===== src/rtl/ecpx_pkg.sv =====
// Constants for the extended port control block.
// Assumes a single 40 MHz clock and an 8-bit host register port.
package ecpx_pkg;
	// Extended port control field positions
	localparam int MODE_HI    = 7;
	localparam int MODE_LO    = 5;
	localparam int FDIS_BIT   = 4;
	localparam int DMA_BIT    = 3;
	localparam int SMASK_BIT  = 2;
	localparam int FULL_BIT   = 1;
	localparam int EMPTY_BIT  = 0;
	// Values after reset
	localparam logic [2:0] MODE_RST  = 3'h0;
	localparam logic       FDIS_RST  = 1'b1;
	localparam logic       DMA_RST   = 1'b0;
	localparam logic       SMASK_RST = 1'b1;
	// Legacy modes chosen by strap or configuration
	localparam logic [1:0] LEG_COMPAT = 2'h0;
	localparam logic [1:0] LEG_BIDIR  = 2'h1;
	localparam logic [1:0] LEG_EPP    = 2'h2;
	// Extended port control modes
	typedef enum logic [2:0] {
		ECPX_M_COMPAT  = 3'b000,
		ECPX_M_BIDIR   = 3'b001,
		ECPX_M_CFIFO   = 3'b010,
		ECPX_M_EXT     = 3'b011,
		ECPX_M_RSV4    = 3'b100,
		ECPX_M_RSV5    = 3'b101,
		ECPX_M_TEST    = 3'b110,
		ECPX_M_CONFIG  = 3'b111
	} ecpx_mode_t;
endpackage


===== src/rtl/ecpx_ctrl.sv =====
// Extended port control register, service interrupts and mode select.
// Assumes synchronous host strobes, FIFO status from the datapath.
`timescale 1ns/1ps
module ecpx_ctrl (
	// Clock and reset
	input  wire logic       clk,
	input  wire logic       reset_n,
	// Host register port
	input  wire logic       ecr_wr,
	input  wire logic       ecr_rd,
	input  wire logic [7:0] ecr_wdata,
	output logic      [7:0] ecr_rdata,
	// Legacy configuration
	input  wire logic [1:0] strap_mode,
	input  wire logic       strap_cfg_lock,
	input  wire logic       port_config_one_wr,
	input  wire logic [1:0] port_config_one_mode,
	// Port control inputs
	input  wire logic       ack_irq_allow,
	input  wire logic       ack_irq_req,
	input  wire logic       dir_reverse,
	input  wire logic       fault_n,
	// DMA handshake
	input  wire logic       dma_want,
	input  wire logic       terminal_count,
	output logic            port_dma_request,
	output logic            port_dma_request_oe_n,
	// Queue status
	input  wire logic       queue_full,
	input  wire logic       queue_empty,
	input  wire logic       queue_thresh_fwd,
	input  wire logic       queue_thresh_rev,
	input  wire logic       queue_overrun,
	input  wire logic       queue_underrun,
	output logic            queue_reset,
	// Mode outputs
	output logic      [2:0] port_mode,
	output logic            legacy_active,
	output logic      [1:0] legacy_mode,
	output logic            auto_xfer,
	// Interrupt pin
	output logic            irq,
	output logic            irq_oe_n
);
	logic [2:0] mode_q;
	logic       fdis_q;
	logic       dma_q;
	logic       smask_q;
	logic       ecr_sel_q;
	logic [1:0] leg_q;
	logic       strap_done_q;
	logic       tc_pend_q;
	logic       err_pend_q;
	logic       req_pend_q;
	logic       err_q;
	logic       qrst_q;
	logic       dreq_q;
	logic       irq_q;
	logic [7:0] rdata_q;
	wire        fault_pend;

	function automatic logic is_base(input logic [2:0] m);
		is_base = (m == ecpx_pkg::ECPX_M_COMPAT)
			| (m == ecpx_pkg::ECPX_M_BIDIR);
	endfunction

	// Mode field decode
	wire [2:0] wr_mode  = ecr_wdata[ecpx_pkg::MODE_HI:ecpx_pkg::MODE_LO];
	wire       cur_base = ~ecr_sel_q | is_base(mode_q);
	wire       mode_ok  = cur_base | is_base(wr_mode);
	wire       mode_wr  = ecr_wr & mode_ok;
	wire       to_base  = mode_wr & is_base(wr_mode);
	wire       from_ext = to_base & ecr_sel_q
		& (mode_q == ecpx_pkg::ECPX_M_EXT);
	wire       eff_auto = ecr_sel_q & ((mode_q == ecpx_pkg::ECPX_M_CFIFO)
		| (mode_q == ecpx_pkg::ECPX_M_EXT));
	wire       eff_ext  = ecr_sel_q & (mode_q == ecpx_pkg::ECPX_M_EXT);
	wire       irq_mode = ecr_sel_q & ((mode_q == ecpx_pkg::ECPX_M_CFIFO)
		| (mode_q == ecpx_pkg::ECPX_M_EXT)
		| (mode_q == ecpx_pkg::ECPX_M_TEST));

	// Service events, only while the service bit is clear
	wire thresh   = dir_reverse ? queue_thresh_rev : queue_thresh_fwd;
	wire q_error  = queue_overrun | queue_underrun;
	wire tc_evt   = dma_q & terminal_count & ~smask_q;
	wire req_evt  = eff_auto & ~dma_q & thresh & ~smask_q;
	wire err_evt  = q_error & ~smask_q;
	wire svc_evt  = tc_evt | req_evt | err_evt;
	wire wr_mask1 = ecr_wr & ecr_wdata[ecpx_pkg::SMASK_BIT];
	wire wr_dma0  = ecr_wr & ~ecr_wdata[ecpx_pkg::DMA_BIT];
	wire tc_clr   = to_base | wr_dma0 | wr_mask1;
	wire err_clr  = to_base | from_ext | wr_mask1;
	wire req_clr  = ~thresh | to_base | wr_mask1;
	wire svc_pend = tc_pend_q | err_pend_q | req_pend_q;

	// Status flags come from the queue, never from a write
	wire flag_full  = err_q | queue_full;
	wire flag_empty = err_q | (queue_empty & ~queue_full);
	wire [7:0] rd_val = {mode_q, fdis_q, dma_q, smask_q,
		flag_full, flag_empty};

	wire irq_d = svc_pend | fault_pend
		| (ack_irq_allow & ack_irq_req);

	// Control register fields
	always_ff @(posedge clk) begin
		if (!reset_n) begin
			mode_q  <= ecpx_pkg::MODE_RST;
			fdis_q  <= ecpx_pkg::FDIS_RST;
			dma_q   <= ecpx_pkg::DMA_RST;
			smask_q <= ecpx_pkg::SMASK_RST;
		end else begin
			if (mode_wr) begin
				mode_q <= wr_mode;
			end
			if (ecr_wr) begin
				fdis_q <= ecr_wdata[ecpx_pkg::FDIS_BIT];
				dma_q  <= ecr_wdata[ecpx_pkg::DMA_BIT];
			end
			if (svc_evt) begin
				smask_q <= 1'b1;
			end else if (ecr_wr) begin
				smask_q <= ecr_wdata[ecpx_pkg::SMASK_BIT];
			end
		end
	end

	// Mode ownership: legacy strap/config or control register
	always_ff @(posedge clk) begin
		if (!reset_n) begin
			ecr_sel_q    <= 1'b0;
			leg_q        <= ecpx_pkg::LEG_COMPAT;
			strap_done_q <= 1'b0;
		end else begin
			strap_done_q <= 1'b1;
			if (!strap_done_q) begin
				leg_q <= strap_mode;
			end else if (port_config_one_wr && !strap_cfg_lock) begin
				leg_q     <= port_config_one_mode;
				ecr_sel_q <= 1'b0;
			end
			if (ecr_wr) begin
				ecr_sel_q <= 1'b1;
			end
		end
	end

	// Pending service conditions, set wins over clear
	always_ff @(posedge clk) begin
		if (!reset_n) begin
			tc_pend_q  <= 1'b0;
			err_pend_q <= 1'b0;
			req_pend_q <= 1'b0;
			err_q      <= 1'b0;
		end else begin
			tc_pend_q  <= tc_evt | (tc_pend_q & ~tc_clr);
			err_pend_q <= err_evt | (err_pend_q & ~err_clr);
			req_pend_q <= req_evt | (req_pend_q & ~req_clr);
			err_q      <= q_error | (err_q & ~to_base);
		end
	end

	// Outputs held in flip-flops
	always_ff @(posedge clk) begin
		if (!reset_n) begin
			qrst_q  <= 1'b0;
			dreq_q  <= 1'b0;
			irq_q   <= 1'b0;
			rdata_q <= 8'h00;
		end else begin
			qrst_q <= to_base;
			dreq_q <= dma_q & dma_want;
			irq_q  <= irq_d;
			if (ecr_rd) begin
				rdata_q <= rd_val;
			end
		end
	end

	ecpx_fault_watch i_ecpx_fault_watch (
		.clk               (clk),
		.reset_n           (reset_n),
		.enable            (eff_ext),
		.fault_irq_disable (fdis_q),
		.clear             (ecr_rd),
		.fault_n           (fault_n),
		.fault_pend        (fault_pend)
	);

	assign ecr_rdata             = rdata_q;
	assign port_dma_request      = dreq_q;
	assign port_dma_request_oe_n = ~dma_q;
	assign queue_reset           = qrst_q;
	assign port_mode             = ecr_sel_q ? mode_q : {1'b0, leg_q};
	assign legacy_active         = ~ecr_sel_q;
	assign legacy_mode           = leg_q;
	assign auto_xfer             = eff_auto;
	assign irq                   = irq_q;
	assign irq_oe_n              = ~(ack_irq_allow | irq_mode);
endmodule


===== src/rtl/ecpx_fault_watch.sv =====
// Fault interrupt source of the extended port control block.
// Assumes fault_n is synchronous to clk and active low.
`timescale 1ns/1ps
module ecpx_fault_watch (
	// Clock and reset
	input  wire logic clk,
	input  wire logic reset_n,
	// Control
	input  wire logic enable,
	input  wire logic fault_irq_disable,
	input  wire logic clear,
	// Peripheral fault line
	input  wire logic fault_n,
	// Result
	output logic      fault_pend
);
	logic fault_n_q;
	logic fdis_q;
	logic pend_q;
	wire  fall_evt;
	wire  unmask_evt;
	wire  raise;

	assign fall_evt   = fault_n_q & ~fault_n;
	assign unmask_evt = fdis_q & ~fault_irq_disable & ~fault_n;
	// Edge or unmask while asserted, only when allowed
	assign raise      = enable & ~fault_irq_disable
		& (fall_evt | unmask_evt);

	always_ff @(posedge clk) begin
		if (!reset_n) begin
			fault_n_q <= 1'b1;
			fdis_q    <= 1'b1;
			pend_q    <= 1'b0;
		end else begin
			fault_n_q <= fault_n;
			fdis_q    <= fault_irq_disable;
			pend_q    <= raise | (pend_q & ~clear);
		end
	end

	assign fault_pend = pend_q;
endmodule


===== config.mk =====
export PLATFORM = sky130hd
export DESIGN_NAME = ecpx_ctrl
export DESIGN_NICKNAME = d
export VERILOG_FILES = /design/src/rtl/ecpx_pkg.sv /design/src/rtl/ecpx_ctrl.sv /design/src/rtl/ecpx_fault_watch.sv
export SDC_FILE = /design/constraint.sdc
export NUM_CORES = 1
export LEC_CHECK = 0
export BUFFER_PORTS_ARGS = -buffer_cell sky130_fd_sc_hd__buf_2
export CAP_MARGIN = 20
export CORE_MARGIN = 2
export CORE_UTILIZATION = 46
export CTS_CLUSTER_DIAMETER = 30
export CTS_CLUSTER_SIZE = 10
export DETAILED_ROUTE_END_ITERATION = 7
export GPL_TIMING_DRIVEN = 0
export PLACE_DENSITY = 0.76
export SYNTH_ARGS = -nofsm -noshare
export SYNTH_HDL_FRONTEND = slang
export SYNTH_SLANG_ARGS = --single-unit

===== constraint.sdc =====
create_clock -name clk -period 1.7 [get_ports clk]
set_input_delay 0.255 -clock clk [delete_from_list [all_inputs] [get_ports clk]]
set_output_delay 0.255 -clock clk [all_outputs]
set_load 0.01 [all_outputs]

==> impl_metrics.tcl, run 1 <==
set metrics [dict create \
    outcome "finished clean" \
    synth-main-ff-cell "dfxtp_1" \
    min_path_type "input pin to flop" \
    h-tree-depth 1 \
    clk_pin_slew_ns 0.14 \
    track_usage_pct 19.82 \
    synth-compound-area-share_pct 17.63 \
    routed_wl_um 2712 \
    arrival_ns 1.29 \
    grt.overflow.total 0 \
    drv_slew 0 \
    pwr_density_cell_mw_per_mm2 827.1 \
    hold_buffers 0 \
    period_needed_ns 1.544 \
    wl_met3_um 134 \
    synth_area_leaders "dfxtp_1 (48%), mux2i_1 (10%), a21oi_1 (5.1%)" \
    routed.top_layer "met4" \
    synthArstFlopShare_pct 0 \
    dp_hpwl_um 2069 \
    drcViolationCount 0 \
    synth_top_cell_area_share_pct 47.86 \
    synth_top_area_cell "dfxtp_1" \
    drtAntennaViolNets 0 \
    dieArea_sq_mm 0.002965 \
    rsz0062_at_grt "false" \
    gp_congestion 0.7870 \
    start_util_pct 47.71 \
    synth_nets 153 \
    yosys.area_share.simple_pct 18.27 \
    cts_buffers 3 \
    p_total_uw 1224 \
    area_delta_synth_final_pct 26.39 \
    p_clk_share_pct 26.1 \
    slew_headroom_pct 69.15 \
    met1_length_um 1186 \
    place_area_sq_mm 0.001444 \
    synth_edf_count 0 \
    p_leak_uw 0.0007104 \
    vias_per_cell 5.225 \
    intPower_uw 912.8 \
    grt_pass1_vias 961 \
    die_w_um 54.46 \
    fill_cells 225 \
    clock_path_buffers 2 \
    antenna_cells 0 \
    cts.root.buffer_cell "clkbuf_4" \
    worst_ir_drop_vdd_uv 560.3 \
    crit_path_max_fanout 8 \
    fmax_ghz 0.6477 \
    seq_area_sq_um 560.5 \
    layout-drive-gt1-share_pct 36.78 \
    startpoint_type "flop" \
    port_buffers 47 \
    grt_max_degree 16 \
    wl_met2_um 1331 \
    cts_resized 0 \
    ys_seq_elements 28 \
    p_sw_uw 311.4 \
    crit_type "flop to output port" \
    core.rowCount 18 \
    tritoncts "built" \
    post_cts_buffers 0 \
    synth_common_cells "dfxtp_1 (28), nor2_1 (15), a21oi_1 (12), mux2i_1 (12)" \
    setup_viol 0 \
    syn_area_per_cell_sq_um 9.521 \
    die_h_um 54.46 \
    drtPass1Iterations 4 \
    finalWorstSetupSlack_ns 0.1561 \
    cts.sinks 28 \
    ys_seq_area_share_pct 47.86 \
    swShare_pct 25.44 \
    clock_skew_ns 0.005973 \
    tns_ns 0 \
    synth_cells 123 \
    end_kind "output port" \
    comb_power_share_pct 15.5 \
    multiInputGateArea_sq_um 551.8 \
    synthAdderAreaFrac_pct 0 \
    synth_xor_area_share_pct 0 \
    yosysWarnings 0 \
    synth_mux_area_share_pct 11.22 \
    yosysMostFrequentCell "dfxtp_1" \
    final_area_sq_mm 0.001480 \
    drt_iter0_drc 12 \
    insertion_delay_ns 0.32 \
    grt_pass1_wl_um 4153 \
    synth_area_sq_mm 0.001171 \
    pwr-share-seq_pct 58.4 \
    worst_slew_pin_slew_ns 0.4627 \
    io_pins 50 \
    fin_crit_sh_pct 90.82 \
    coreArea_sq_mm 0.002455 \
    detailedPlace.worstSlack_ns 0.4492 \
    hold_violations 0 \
    drv_cap 0 \
    synth_top_family_by_area "simple AND/OR/NAND/NOR gates" \
    nNetsFinal 205 \
    worstPathRequired_ns 1.44 \
    wire_per_inst_um 13.29 \
    antenna_found_initial 0 \
    vias 1066 \
    ys_types 36 \
]
-- power by group through the flow --
stage                     logic [uW]  registers (uW)  clock network, uW
final                            190             715                319
after detailed placement         190             729                  0
after global placement           185             726                  0
after global routing             211             719                341
after CTS                        191             715                325
after floorplan                 99.6             732                  0
-- cells by family after synthesis --
family                 count (synthesis)
DFF                                   28
buffers and inverters                 12
AOI/OAI and AO/OA                     31
and+or+nand+nor                       39
muxes                                 13
-- area by class of cell --
cell class | instances | share of cell area [%]
Timing Repair Buffer | 47 | 15.89
Inverter | 6 | 1.522
Tap cell | 30 | 2.536
Sequential cell | 28 | 37.87
Multi-Input combinational cell | 83 | 37.28
Buffer | 6 | 2.451
Clock buffer | 4 | 2.451
-- per-stage QoR --
stage / hold slack, ns / util [%] / cells
final: 0.1330 / 60.30 / 204
after global routing: 0.1367 / 60.30 / 204
after global placement: 0.4574 / 58.82 / 200
after CTS: 0.1293 / 60.30 / 204
after detailed placement: 0.4646 / 58.82 / 200
after floorplan: 0.2827 / - / 123
-- flip-flops by register name, summed over array words and instances (netlist names) --
register / count
ecr_rdata: 8
mode_q: 3
legacy_mode: 2
dma_q: 1
ecr_sel_q: 1
err_pend_q: 1
err_q: 1
fdis_q: 1
i_ecpx_fault_watch.fault_n_q: 1
i_ecpx_fault_watch.fault_pend: 1
i_ecpx_fault_watch.fdis_q: 1
irq: 1
port_dma_request: 1
queue_reset: 1
req_pend_q: 1
smask_q: 1
strap_done_q: 1
tc_pend_q: 1
-- worst max-delay path, stage by stage (launching register included) --
cell and delay [ns]:
dfxtp_1 0.34, buf_4 0.16, mux2_2 0.33, buf_2 0.14
-- path summary, 6_finish.rpt --
kind,start,to,slack [ns],depth (start not counted)
max reg2reg,ecr_sel_q$_SDFFE_PN0P_,smask_q$_SDFFE_PP1P_,0.41,4
min reg2reg,err_pend_q$_SDFF_PN0_,err_pend_q$_SDFF_PN0_,0.49,2
min,fault_n,i_ecpx_fault_watch.fault_n_q$_SDFF_PN1_,0.13,2
max,ecr_sel_q$_SDFFE_PN0P_,port_mode[0],0.16,3
-- cells in the final DEF (no fill, tap or decap), drive strengths merged, types with 3 or more instances in the layout --
cell type,instances
buf,51
dfxtp,28
nor2,15
a21oi,12
mux2i,12
nand2,7
inv,6
o21ai,6
clkbuf,6
o21a,3
nand2b,3
-- routing by layer --
metal	up-vias	GRT usage, %
met4	0	11.67
met1	491	25.64
li1	534	-
met5	-	0
met3	8	3.005
met2	33	31.12
(Power assumes the default switching activity.)
==> inputs of run 2 (changes only) <==
--- a/config.mk
+++ b/config.mk
@@ -8,12 +8,12 @@
 export BUFFER_PORTS_ARGS = -buffer_cell sky130_fd_sc_hd__buf_2
 export CAP_MARGIN = 20
 export CORE_MARGIN = 2
-export CORE_UTILIZATION = 46
+export CORE_UTILIZATION = 49
 export CTS_CLUSTER_DIAMETER = 30
 export CTS_CLUSTER_SIZE = 10
 export DETAILED_ROUTE_END_ITERATION = 7
 export GPL_TIMING_DRIVEN = 0
-export PLACE_DENSITY = 0.76
+export PLACE_DENSITY = 0.8
 export SYNTH_ARGS = -nofsm -noshare
 export SYNTH_HDL_FRONTEND = slang
 export SYNTH_SLANG_ARGS = --single-unit
==> constraint.sdc (replaced) <==
create_clock -name clk -period 1.9 [get_ports clk]
set_input_delay 0.285 -clock clk [delete_from_list [all_inputs] [get_ports clk]]
set_output_delay 0.285 -clock clk [all_outputs]
set_load 0.01 [all_outputs]
==> impl_metrics.tcl, run 2 (synthesis results as in run 1) <==
set metrics [dict create \
    outcome "finished clean" \
    clock_path_buffers 2 \
    largest_register_ffs 8 \
    cts_buffers 3 \
    hold_slack_ns 0.1447 \
    period_needed_ns 1.575 \
    worst_slew_pin_slew_ns 0.4958 \
    dieArea_sq_mm 0.002797 \
    cp_slowest_cell "dfxtp_1" \
    hp-start "reset_n" \
    slew_headroom_pct 66.95 \
    core.rowCount 17 \
    regToRegEndpoint "req_pend_q$_SDFF_PN0_" \
    regToRegStartpoint "mode_q[1]$_SDFFE_PN0N_" \
    grt.overflow.total 0 \
    path_depth 3 \
    vias_per_cell 5.436 \
    reg2reg_depth 3 \
    p_leak_uw 0.0007174 \
    crit_family "flip-flops" \
    detailedPlace.worstSlack_ns 0.6482 \
    setup_viol 0 \
    fill_cells 193 \
    port_buffers 47 \
    layout-drive-gt1-share_pct 36.78 \
    drtPass1Iterations 5 \
    antenna_found_initial 0 \
    end_kind "output port" \
    gp_congestion 0.8483 \
    vias 1098 \
    die_w_um 52.89 \
    start_util_pct 52.44 \
    worst_ir_drop_vdd_uv 581.2 \
    crit_type "flop to output port" \
    hold_buffers 0 \
    min_to "strap_done_q$_DFF_P_" \
    drtAntennaViolNets 0 \
    regToRegSetupSlack_ns 0.59 \
    fin_crit_sh_pct 82.89 \
    fmax_ghz 0.6349 \
    cp_num_buf_inv 2 \
    coreArea_sq_mm 0.002233 \
    tns_ns 0 \
    grt_pass1_vias 1006 \
    h-tree-depth 1 \
    drcViolationCount 0 \
    instances_no_fill 202 \
    io_pins 50 \
    nNetsFinal 205 \
    antenna_cells 0 \
    rsz0062_at_grt "false" \
    layout_common_cells "buf_2 (49), dfxtp_1 (28), nor2_1 (15)" \
    track_usage_pct 21.88 \
    worstPathCellList "buf_4, mux2_2, buf_2" \
    tritoncts "built" \
    grt_pass1_wl_um 4381 \
    insertion_delay_ns 0.33 \
    dp_hpwl_um 2058 \
    final_common_cell "buf_2" \
    placedCellCount 198 \
    whs_path_depth 1 \
    cts_resized 0 \
    cts.sinks 28 \
    worstPathRequired_ns 1.62 \
    grt_max_degree 17 \
    routed_wl_um 2776 \
    drv_cap 0 \
    startpoint_type "flop" \
    arrival_ns 1.29 \
    post_cts_buffers 0 \
    clock_skew_ns 0.006456 \
    finalWorstSetupSlack_ns 0.3250 \
    drv_slew 0 \
    cts.root.buffer_cell "clkbuf_4" \
    clk_pin_slew_ns 0.15 \
    min_path_type "input pin to flop" \
    die_h_um 52.89 \
    pwr_density_cell_mw_per_mm2 801.0 \
    drt_iter0_drc 24 \
    wire_per_inst_um 13.74 \
    area_delta_synth_final_pct 27.56 \
    hold_violations 0 \
    cpPeakStageDelay_ns 0.34 \
    crit_path_max_fanout 8 \
]
run 2: cell count changes in the layout (fill, tap and decap cells not counted), sizes merged:
| cell | before | now |
|---|---|---|
| bufinv | 0 | 1 |
| clkbuf | 6 | 5 |
run 2: how the worst max path moves through the flow:
stage                                               end                    from  slack, ns
6_report                                   port_mode[0]  ecr_sel_q$_SDFFE_PN0P_       0.32
5_1_grt                                        irq_oe_n  mode_q[1]$_SDFFE_PN0N_       0.26
4_1_cts                                    port_mode[0]  ecr_sel_q$_SDFFE_PN0P_       0.31
3_5_place_dp                      req_pend_q$_SDFF_PN0_  mode_q[1]$_SDFFE_PN0N_       0.65
3_3_place_gp                      req_pend_q$_SDFF_PN0_  ecr_sel_q$_SDFFE_PN0P_       0.67
2_1_floorplan  i_ecpx_fault_watch.fault_pend$_SDFF_PN0_  mode_q[2]$_SDFFE_PN0N_       0.71
run 2: per-layer routing:
layer,track usage (%),part of all wire (%)
met5,0,0
met4,13.68,1.7
met1,25.58,42
met3,3.672,5.8
met2,36.88,51
run 2: layout make-up:
| class | count | area (sq um) | area share [%] |
|---|---|---|---|
| sequential | 28 | 560.5 | 37.52 |
| clock inverter | 1 | 30.03 | 2.010 |
| clock buffer | 3 | 22.52 | 1.508 |
| tap | 28 | 35.03 | 2.345 |
| buffer | 6 | 36.28 | 2.429 |
| multi-input combinational | 83 | 551.8 | 36.93 |
| inverter | 6 | 22.52 | 1.508 |
| timing repair buffer | 47 | 235.2 | 15.75 |
run 2: metrics by stage:
step / area [sq um] / util [%] / total power, uW
final: 1494 / 66.89 / 1197
after global routing: 1494 / 66.89 / 1246
after CTS: 1494 / 66.89 / 1206
after detailed placement: 1441 / 64.54 / 821.9
after global placement: 1441 / 64.54 / 815.6
after floorplan: 1171 / - / 744.1
run 2: power by group:
part	internal [uW]	switching (uW)	total, uW	leakage, uW
logic	81.6	90.0	172	0.000459
registers	618	21.8	640	0.000231
clock network	213	172	385	0.0000279
total	913	284	1200	0.000717
